===== src/hdl/pfs_pkg.sv =====
// register map, field layout and bus constants of the line-unit / framing status bank
// assumes a 32-bit AHB-Lite slave port, one aligned word per register
package pfs_pkg;

  // ----------------------------------------------------------------
  // register indices (byte address is four times the index)
  // ----------------------------------------------------------------
  localparam logic [7:0] PFS_IDX_LINE_STATUS = 8'h48;
  localparam logic [7:0] PFS_IDX_PROG_DIR = 8'h4C;
  localparam logic [7:0] PFS_IDX_TRIB_SEL = 8'h4D;
  localparam logic [7:0] PFS_IDX_E1_FRM_ENA = 8'h4E;
  localparam logic [7:0] PFS_IDX_E3_STATUS = 8'h4F;
  localparam logic [7:0] PFS_IDX_E2_STAT_FIRST = 8'h50;
  localparam logic [7:0] PFS_IDX_E2_STAT_LAST = 8'h53;
  localparam logic [7:0] PFS_IDX_E1_STAT_FIRST = 8'h54;
  localparam logic [7:0] PFS_IDX_E1_STAT_LAST = 8'h57;
  localparam logic [7:0] PFS_IDX_DMA_MAP_FIRST = 8'h60;
  localparam logic [7:0] PFS_IDX_DMA_MAP_LAST = 8'h6F;

  // ----------------------------------------------------------------
  // field positions
  // ----------------------------------------------------------------
  localparam int PFS_BIT_PROG_SELECT = 7;
  localparam int PFS_BIT_PROG_CLOCK = 6;
  localparam int PFS_BIT_PROG_DATA_IN = 5;
  localparam int PFS_BIT_RESET_RELEASE = 4;
  localparam int PFS_BIT_PROG_DATA_OUT = 4;
  localparam int PFS_E2_SEL_LSB = 4;
  localparam int PFS_E2_SEL_W = 2;
  localparam int PFS_E1_SEL_W = 4;
  localparam int PFS_E2_STAT_W = 3;
  localparam int PFS_E1_STAT_W = 2;
  localparam int PFS_E1_ENA_W = 5;
  localparam int PFS_DMA_CODE_W = 5;
  localparam int PFS_E3_CH = 4;

  // ----------------------------------------------------------------
  // reset values and bus encodings
  // ----------------------------------------------------------------
  localparam logic [7:0] PFS_RST_PROG_DIR = 8'h00;
  localparam logic [5:0] PFS_RST_TRIB_SEL = 6'h00;
  localparam logic [4:0] PFS_RST_E1_FRM_ENA = 5'h00;
  localparam logic [4:0] PFS_RST_DMA_CODE = 5'h00;
  localparam logic [31:0] PFS_ZERO_WORD = 32'h0000_0000;
  localparam logic [1:0] PFS_HRESP_OKAY = 2'h0;

  typedef enum logic {PFS_BUS_IDLE, PFS_BUS_RD_WAIT} pfs_bus_state_t;

endpackage


===== src/hdl/pfs_trib_if.sv =====
// selection fields and selected tributary status passed between bank and selector
// assumes both ends run on the bank clock
`timescale 1ns/10ps
`default_nettype none
interface pfs_trib_if #(parameter int N_CH = 4);
  logic [1:0] e2_tributary_select;
  logic [3:0] e1_tributary_select;
  logic [N_CH*3-1:0] e2_sel_stat;
  logic [N_CH*2-1:0] e1_sel_stat;
  modport bank (output e2_tributary_select, output e1_tributary_select, input e2_sel_stat, input e1_sel_stat);
  modport sel (input e2_tributary_select, input e1_tributary_select, output e2_sel_stat, output e1_sel_stat);
endinterface
`default_nettype wire


===== src/hdl/pfs_reg_bank.sv =====
// register bank: line-unit programming pins, channel direction, tributary status, dma source map
// assumes AHB-Lite master with one slave; framer status inputs are on hclk, pin inputs are not
//
// Summary of operation
// - select pin follows control bit 7
// - programming clock pin follows control bit 6
// - programming data pin follows control bit 5
// - line unit held reset while bit 4 zero
// - bits 3-0 set channel transmit direction
// - bits 5-4 pick reported E2 tributary
// - bits 3-0 pick reported E1 tributary
// - enable bit limits channel to framed E1
// - bit 4 all-E1 channel, 0-3 per E3
// - alarm bits need framing and alarm both
// - low bits show E3 frame lock
// - four E2 status words, channels 0-3
// - E2 bit 2 shows far-end alarm
// - E2 bit 1 shows possible byte alignment
// - E2 bit 0 shows frame lock
// - four E1 status words, channels 0-3
// - E1 bit 1 shows possible byte alignment
// - E1 bit 0 shows frame lock
// - sixteen source maps, one per dma channel
// - five-bit source code, upper bits unused
// - codes map E1, differential, E3 inputs
// - line-unit serial output readable at bit 4
//
// The AHB-Lite slave port was chosen for this implementation.
`timescale 1ns/10ps
`default_nettype none
module pfs_reg_bank #(
  parameter int ADDR_W = 12,
  parameter int N_DMA = 16
) (
  input wire logic hclk,
  input wire logic hresetn,
  input wire logic hsel,
  input wire logic [ADDR_W-1:0] haddr,
  input wire logic [1:0] htrans,
  input wire logic hwrite,
  input wire logic [2:0] hsize,
  input wire logic [31:0] hwdata,
  input wire logic hready,
  output logic hreadyout,
  output logic [1:0] hresp,
  output logic [31:0] hrdata,
  output logic line_unit_prog_select,
  output logic line_unit_prog_clock,
  output logic line_unit_prog_data_in,
  output logic line_unit_reset_release,
  output logic [3:0] channel_pair_transmit_dir,
  output logic [4:0] framed_e1_only_en,
  output logic [N_DMA*5-1:0] dma_source_code,
  input wire logic line_unit_prog_data_out,
  input wire logic [3:0] line_unit_loss,
  input wire logic [3:0] e3_frame_locked,
  input wire logic [3:0] e3_alarm_indication,
  input wire logic [4*4*3-1:0] e2_stat_all,
  input wire logic [4*16*2-1:0] e1_stat_all
);
  // ----------------------------------------------------------------
  // decode helpers
  // ----------------------------------------------------------------
  function automatic logic [7:0] word_index(input logic [ADDR_W-1:0] a);
    logic [ADDR_W-3:0] w;
    w = a[ADDR_W-1:2];
    word_index = (w > (ADDR_W-2)'(8'hFF)) ? 8'hFF : 8'(w);
  endfunction

  function automatic logic in_range(input logic [7:0] i, input logic [7:0] lo, input logic [7:0] hi);
    in_range = (i >= lo) && (i <= hi);
  endfunction

  // ----------------------------------------------------------------
  // storage
  // ----------------------------------------------------------------
  logic [7:0] prog_dir_r;
  logic [5:0] trib_sel_r;
  logic [4:0] e1_frm_ena_r;
  logic [4:0] dma_map_r [N_DMA];
  logic [4:0] prog_out_sync_r;
  logic [4:0] prog_out_meta_r;
  pfs_pkg::pfs_bus_state_t bus_state_r;
  logic wr_pend_r;
  logic [7:0] wr_idx_r;
  logic [7:0] rd_idx_r;
  logic [7:0] rd_val;
  logic addr_phase;

  pfs_trib_if #(.N_CH(pfs_pkg::PFS_E3_CH)) trib ();

  assign trib.e2_tributary_select = trib_sel_r[pfs_pkg::PFS_E2_SEL_LSB +: pfs_pkg::PFS_E2_SEL_W];
  assign trib.e1_tributary_select = trib_sel_r[pfs_pkg::PFS_E1_SEL_W-1:0];

  pfs_trib_mux #(.N_CH(pfs_pkg::PFS_E3_CH)) u_trib_mux (
    .hclk(hclk),
    .hresetn(hresetn),
    .trib(trib.sel),
    .e2_stat_all(e2_stat_all),
    .e1_stat_all(e1_stat_all)
  );

  // ----------------------------------------------------------------
  // pin synchronisers
  // ----------------------------------------------------------------
  // serial output and loss pins are asynchronous to hclk
  always_ff @(posedge hclk or negedge hresetn) begin
    if (!hresetn) begin
      prog_out_meta_r <= 5'h00;
      prog_out_sync_r <= 5'h00;
    end else begin
      prog_out_meta_r <= {line_unit_prog_data_out, line_unit_loss};
      prog_out_sync_r <= prog_out_meta_r;
    end
  end

  // ----------------------------------------------------------------
  // bus protocol
  // ----------------------------------------------------------------
  assign addr_phase = hsel && htrans[1] && hready;

  // reads take one wait state so that a write just before is already visible
  always_ff @(posedge hclk or negedge hresetn) begin
    if (!hresetn) begin
      bus_state_r <= pfs_pkg::PFS_BUS_IDLE;
      hreadyout <= 1'b1;
      hrdata <= pfs_pkg::PFS_ZERO_WORD;
      rd_idx_r <= 8'h00;
    end else begin
      case (bus_state_r)
        pfs_pkg::PFS_BUS_IDLE: begin
          if (addr_phase && !hwrite) begin
            bus_state_r <= pfs_pkg::PFS_BUS_RD_WAIT;
            rd_idx_r <= word_index(haddr);
            hreadyout <= 1'b0;
          end
        end
        pfs_pkg::PFS_BUS_RD_WAIT: begin
          bus_state_r <= pfs_pkg::PFS_BUS_IDLE;
          hrdata <= {24'h000000, rd_val};
          hreadyout <= 1'b1;
        end
        default: begin
          bus_state_r <= pfs_pkg::PFS_BUS_IDLE;
          hreadyout <= 1'b1;
        end
      endcase
    end
  end

  always_ff @(posedge hclk or negedge hresetn) begin
    if (!hresetn) begin
      hresp <= pfs_pkg::PFS_HRESP_OKAY;
    end else begin
      hresp <= pfs_pkg::PFS_HRESP_OKAY;
    end
  end

  always_ff @(posedge hclk or negedge hresetn) begin
    if (!hresetn) begin
      wr_pend_r <= 1'b0;
      wr_idx_r <= 8'h00;
    end else begin
      wr_pend_r <= addr_phase && hwrite;
      if (addr_phase && hwrite) begin
        wr_idx_r <= word_index(haddr);
      end
    end
  end

  // ----------------------------------------------------------------
  // writable registers
  // ----------------------------------------------------------------
  always_ff @(posedge hclk or negedge hresetn) begin
    if (!hresetn) begin
      prog_dir_r <= pfs_pkg::PFS_RST_PROG_DIR;
    end else if (wr_pend_r && wr_idx_r == pfs_pkg::PFS_IDX_PROG_DIR) begin
      prog_dir_r <= hwdata[7:0];
    end
  end

  always_ff @(posedge hclk or negedge hresetn) begin
    if (!hresetn) begin
      trib_sel_r <= pfs_pkg::PFS_RST_TRIB_SEL;
    end else if (wr_pend_r && wr_idx_r == pfs_pkg::PFS_IDX_TRIB_SEL) begin
      trib_sel_r <= hwdata[5:0];
    end
  end

  always_ff @(posedge hclk or negedge hresetn) begin
    if (!hresetn) begin
      e1_frm_ena_r <= pfs_pkg::PFS_RST_E1_FRM_ENA;
    end else if (wr_pend_r && wr_idx_r == pfs_pkg::PFS_IDX_E1_FRM_ENA) begin
      e1_frm_ena_r <= hwdata[pfs_pkg::PFS_E1_ENA_W-1:0];
    end
  end

  always_ff @(posedge hclk or negedge hresetn) begin
    if (!hresetn) begin
      for (int i = 0; i < N_DMA; i++) begin
        dma_map_r[i] <= pfs_pkg::PFS_RST_DMA_CODE;
      end
    end else if (wr_pend_r && in_range(wr_idx_r, pfs_pkg::PFS_IDX_DMA_MAP_FIRST, pfs_pkg::PFS_IDX_DMA_MAP_LAST)) begin
      dma_map_r[4'(wr_idx_r - pfs_pkg::PFS_IDX_DMA_MAP_FIRST)] <= hwdata[pfs_pkg::PFS_DMA_CODE_W-1:0];
    end
  end

  // ----------------------------------------------------------------
  // outputs taken straight from the control flops
  // ----------------------------------------------------------------
  assign line_unit_prog_select = prog_dir_r[pfs_pkg::PFS_BIT_PROG_SELECT];
  assign line_unit_prog_clock = prog_dir_r[pfs_pkg::PFS_BIT_PROG_CLOCK];
  assign line_unit_prog_data_in = prog_dir_r[pfs_pkg::PFS_BIT_PROG_DATA_IN];
  // low on this pin keeps the line unit in reset
  assign line_unit_reset_release = prog_dir_r[pfs_pkg::PFS_BIT_RESET_RELEASE];
  assign channel_pair_transmit_dir = prog_dir_r[3:0];
  // bit 4 covers the pooled E1 channel, bits 3-0 the E1s inside each E3
  assign framed_e1_only_en = e1_frm_ena_r;

  // code decoding into E1, differential and E3 sources is done by the datapath
  always_comb begin
    for (int i = 0; i < N_DMA; i++) begin
      dma_source_code[i*5 +: 5] = dma_map_r[i];
    end
  end

  // ----------------------------------------------------------------
  // read multiplexer
  // ----------------------------------------------------------------
  always_comb begin
    rd_val = 8'h00;
    if (rd_idx_r == pfs_pkg::PFS_IDX_LINE_STATUS) begin
      rd_val = {3'h0, prog_out_sync_r};
    end else if (rd_idx_r == pfs_pkg::PFS_IDX_PROG_DIR) begin
      rd_val = prog_dir_r;
    end else if (rd_idx_r == pfs_pkg::PFS_IDX_TRIB_SEL) begin
      rd_val = {2'h0, trib_sel_r};
    end else if (rd_idx_r == pfs_pkg::PFS_IDX_E1_FRM_ENA) begin
      rd_val = {3'h0, e1_frm_ena_r};
    end else if (rd_idx_r == pfs_pkg::PFS_IDX_E3_STATUS) begin
      rd_val = {e3_frame_locked & e3_alarm_indication, e3_frame_locked};
    end else if (in_range(rd_idx_r, pfs_pkg::PFS_IDX_E2_STAT_FIRST, pfs_pkg::PFS_IDX_E2_STAT_LAST)) begin
      // bit 2 far-end alarm, bit 1 alignment, bit 0 frame lock
      rd_val = {5'h00, trib.e2_sel_stat[int'(2'(rd_idx_r - pfs_pkg::PFS_IDX_E2_STAT_FIRST))*3 +: 3]};
    end else if (in_range(rd_idx_r, pfs_pkg::PFS_IDX_E1_STAT_FIRST, pfs_pkg::PFS_IDX_E1_STAT_LAST)) begin
      rd_val = {6'h00, trib.e1_sel_stat[int'(2'(rd_idx_r - pfs_pkg::PFS_IDX_E1_STAT_FIRST))*2 +: 2]};
    end else if (in_range(rd_idx_r, pfs_pkg::PFS_IDX_DMA_MAP_FIRST, pfs_pkg::PFS_IDX_DMA_MAP_LAST)) begin
      rd_val = {3'h0, dma_map_r[4'(rd_idx_r - pfs_pkg::PFS_IDX_DMA_MAP_FIRST)]};
    end
  end

endmodule
`default_nettype wire


===== src/hdl/pfs_trib_mux.sv =====
// picks the chosen E2 and E1 tributary status of every E3 channel
// assumes raw framer status on the same clock; result is registered
`timescale 1ns/10ps
`default_nettype none
module pfs_trib_mux #(
  parameter int N_CH = 4
) (
  input wire logic hclk,
  input wire logic hresetn,
  pfs_trib_if.sel trib,
  input wire logic [N_CH*4*3-1:0] e2_stat_all,
  input wire logic [N_CH*16*2-1:0] e1_stat_all
);
  // ----------------------------------------------------------------
  // per-channel selection
  // ----------------------------------------------------------------
  always_ff @(posedge hclk or negedge hresetn) begin
    if (!hresetn) begin
      trib.e2_sel_stat <= '0;
      trib.e1_sel_stat <= '0;
    end else begin
      for (int c = 0; c < N_CH; c++) begin
        trib.e2_sel_stat[c*3 +: 3] <= e2_stat_all[(c*4 + int'(trib.e2_tributary_select))*3 +: 3];
        trib.e1_sel_stat[c*2 +: 2] <= e1_stat_all[(c*16 + int'(trib.e1_tributary_select))*2 +: 2];
      end
    end
  end
endmodule
`default_nettype wire


===== config.mk =====
export PLATFORM = sky130hd
export DESIGN_NAME = pfs_reg_bank
export DESIGN_NICKNAME = d
export VERILOG_FILES = /design/src/hdl/pfs_pkg.sv /design/src/hdl/pfs_trib_if.sv /design/src/hdl/pfs_reg_bank.sv /design/src/hdl/pfs_trib_mux.sv
export SDC_FILE = /design/constraint.sdc
export NUM_CORES = 1
export LEC_CHECK = 0
export BUFFER_PORTS_ARGS = -buffer_cell sky130_fd_sc_hd__buf_2
export CAP_MARGIN = 20
export CORE_MARGIN = 2
export CORE_UTILIZATION = 40
export DETAILED_ROUTE_END_ITERATION = 7
export MAX_ROUTING_LAYER = met4
export PLACE_DENSITY_LB_ADDON = 0.25
export RECOVER_POWER = 25
export SETUP_SLACK_MARGIN = 0.05
export SLEW_MARGIN = 40
export SYNTH_ARGS = -nofsm -noshare
export SYNTH_HDL_FRONTEND = slang
export SYNTH_SLANG_ARGS = --single-unit

===== constraint.sdc =====
create_clock -name hclk -period 5.2 [get_ports hclk]
set_input_delay 1.04 -clock hclk [delete_from_list [all_inputs] [get_ports hclk]]
set_output_delay 1.04 -clock hclk [all_outputs]
set_load 0.1 [all_outputs]

==> flow_summary.json <==
{
  "syn_avg_cell_area_sq_um": 13.9,
  "end_kind": "flip-flop",
  "seq_area_frac_synth_pct": 42.8,
  "status": "complete, but fails checks",
  "place_ws_ns": 2.69,
  "fmax_ghz": 0.296,
  "violations": "capacitance limit, slew limit",
  "ctsRootBufferMaster": "clkbuf_16",
  "antenna_left": 0,
  "netlist_area_sq_um": 9120,
  "setup_viol": 0,
  "clk_pin_slew_ns": 0.07,
  "clkLatencyLatePin_ns": 0.42,
  "cts_buffers": 17,
  "finalNetCount": 1191,
  "path_cells": "clkbuf_1 -> mux4_4 -> mux4_2",
  "cts_tree": "built",
  "met2_usage_pct": 33.1,
  "placed_area_sq_um": 10700,
  "power_density_nw_per_um2": 319,
  "grt_first_pass_wirelength_um": 39700,
  "placementRows": 55,
  "required_ns": 5.49,
  "final_min_period_over_clock_period_pct": 64.9,
  "area_delta_synth_final_pct": 23.7,
  "ys_seq_elements": 156,
  "grt_use_met3_pct": 4.71,
  "ioPinCount": 371,
  "power_frac_clock_pct": 35.0,
  "worst_ep_arrival_time_ns": 3.67,
  "die_w_um": 155,
  "dr.pass1.iters": 5,
  "drive_gt1_share_pct": 57.2,
  "dp_hpwl_um": 20500,
  "synthFlopType": "dfrtp_1",
  "gp_congestion": 0.898,
  "grt_max_degree": 80,
  "port_buffers": 314,
  "clockBufferDepth": 2,
  "final_hold_viol_count": 0,
  "wire_per_inst_um": 21.7,
  "cts_resized": 0,
  "grt_use_met1_pct": 32.3,
  "async_flop_share_pct": 100,
  "hold_path.class": "flip-flop to flip-flop",
  "ir_drop_uv": 175,
  "critPathKind": "flip-flop to flip-flop",
  "relSlewSlack_pct": -47.8,
  "p_seq_share_pct": 39.1,
  "htreeDepth": 4,
  "rsz0062_at_grt": "no",
  "fin_worst_skew_ns": 0.00973,
  "final_common_cell": "buf_2",
  "slowest_delay_ns": 1.57,
  "initial_core_util_pct": 40.5,
  "clock-sinks": 156,
  "drc_errors": 0,
  "grt_usage_pct": 22.6,
  "postCtsSetupBuffers": 0,
  "maxSlewViolCount": 118,
  "power.switching_w": 0.00128,
  "fp.dieArea_sq_um": 24000,
  "vias": 6888,
  "synth_cell_types": 49,
  "die_h_um": 155,
  "antenna_found_initial": 0,
  "start_kind": "flip-flop",
  "netlist_instances": 656,
  "p_int_w": 0.00232,
  "setup_tns_ns": 0,
  "cp_max_fo": 37,
  "swShare_pct": 35.7,
  "coreArea_sq_um": 22500,
  "grt_pass1_vias": 6576,
  "cp_slowest_cell": "clkbuf_1",
  "final_cell_area_sq_um": 11300,
  "antennaDiodeCount": 0,
  "ctsHoldBuffers": 0,
  "max-cap-violations": 2,
  "grt_most_used_layer": "met2",
  "yosysWarnings": 0,
  "synth_edf_count": 0,
  "initialDrtViolationCount": 494,
  "grt-ovfl-total": 0,
  "pwr-share-comb_pct": 25.9,
  "p_leak_nw": 5.16,
  "min_period_ns": 3.38,
  "routed_wl_um": 27000,
  "vias_per_cell": 5.54,
  "layout_common_cells": "313 x buf_2, 152 x dfrtp_1, 104 x mux2_2, 79 x mux4_2, 41 x nand2_1",
  "tightest_slew_ns": 2.22,
  "worst_slack_ns": 1.82
}
[power groups by stage]
stage | Sequential, W | Clock, W | Combinational (W)
final | 0.00141 | 0.00126 | 0.000931
after global routing | 0.00142 | 0.00133 | 0.000977
after CTS | 0.00141 | 0.00129 | 0.000934
after detailed placement | 0.00143 | 0 | 0.000932
after global placement | 0.00143 | 0 | 0.000927
after floorplan | 0.00164 | 0 | 0.000475
[stage by stage]
step / hold WS [ns] / power (W) / std cells / utilization, %
global route: 0.353 / 0.00373 / 1243 / 50.1
CTS: 0.352 / 0.00363 / 1243 / 50.2
finish: 0.349 / 0.00360 / 1243 / 50.1
detailed placement: 0.336 / 0.00236 / 1211 / 47.6
floorplan: 0.331 / 0.00212 / 681 / -
global placement: 0.337 / 0.00235 / 1211 / 47.5
[layout make-up]
cell class                 count  area (sq um)
tap                          285           357
inverter                      11          41.3
clock buffer                  18           439
multi-input combinational    440          4770
sequential                   156          3910
timing repair buffer         319          1610
fill                        2023         11200
clock inverter                14           155
[sequential cells by signal (all words and copies together) (netlist names)]
name,cells
dma_source_code,80
u_trib_mux.trib.e2_sel_stat,12
hrdata,8
prog_dir_r,8
rd_idx_r,8
u_trib_mux.trib.e1_sel_stat,8
wr_idx_r,8
trib_sel_r,6
framed_e1_only_en,5
prog_out_meta_r,5
prog_out_sync_r,5
bus_state_r,1
hreadyout,1
wr_pend_r,1
[worst max-delay path: cells and delay by family, from the launching register on]
kind | cells | cell delay [ns]
buffers and inverters | 1 | 1.57
flip-flops | 1 | 0.35
multiplexers | 2 | 1.30
[per-layer routing]
metal  vias to the layer above  wire length (um)  share of wire (%)
li1                       3056                 -                  -
met1                      3505             12000                 44
met2                       296             12800                 48
met3                        31              1750                6.5
met4                         0               444                1.6
met5                         -                 0                  0
[cell usage after synthesis, drive strengths merged, types with 3 or more instances]
cell    instances  area [sq um]
ha              3          37.5
mux2i          11           110
inv            11          41.3
nor2b          12          77.6
a211oi          7          52.6
o21ai          29           145
and2            5          31.3
nand2          41           154
nand2b          3          18.8
a21oi          18          90.1
nor4bb          4          40.0
nand3          11          55.1
nor3            5          41.3
a22oi           7          52.6
dfrtp         155          3880
o221ai          5          43.8
buf            50           413
clkbuf         24          90.1
nor2           27           124
mux2          104          1170
mux4           96          2220
nand4           8          50.1
[kinds of logic (layout without fill, tap and decap cells)]
family,Yosys count,count (layout),share of synthesized area [%]
other cells,1,26,0.0411
buf+inv,85,362,5.97
fa+ha+maj,3,3,0.412
simple gates,122,122,7.08
flops,156,156,42.8
compound gates,78,78,5.24
mux,211,211,38.4
[final timing paths]
path | endpoint | cells after the start | slack (ns) | start
worst max-delay path | u_trib_mux.trib.e2_sel_stat[11] | 3 | 1.82 | trib_sel_r[4]
worst min-delay path | prog_out_sync_r[3] | 0 | 0.35 | prog_out_meta_r[3]
worst max register to register | u_trib_mux.trib.e2_sel_stat[11] | 3 | 1.82 | trib_sel_r[4]
worst min register to register | prog_out_sync_r[3] | 0 | 0.35 | prog_out_meta_r[3]
max in group asynchronous | trib_sel_r[0] | 2 | 1.94 | hresetn
min in group asynchronous | dma_source_code[2] | 1 | 0.65 | hresetn
(Power assumes the default switching activity.)
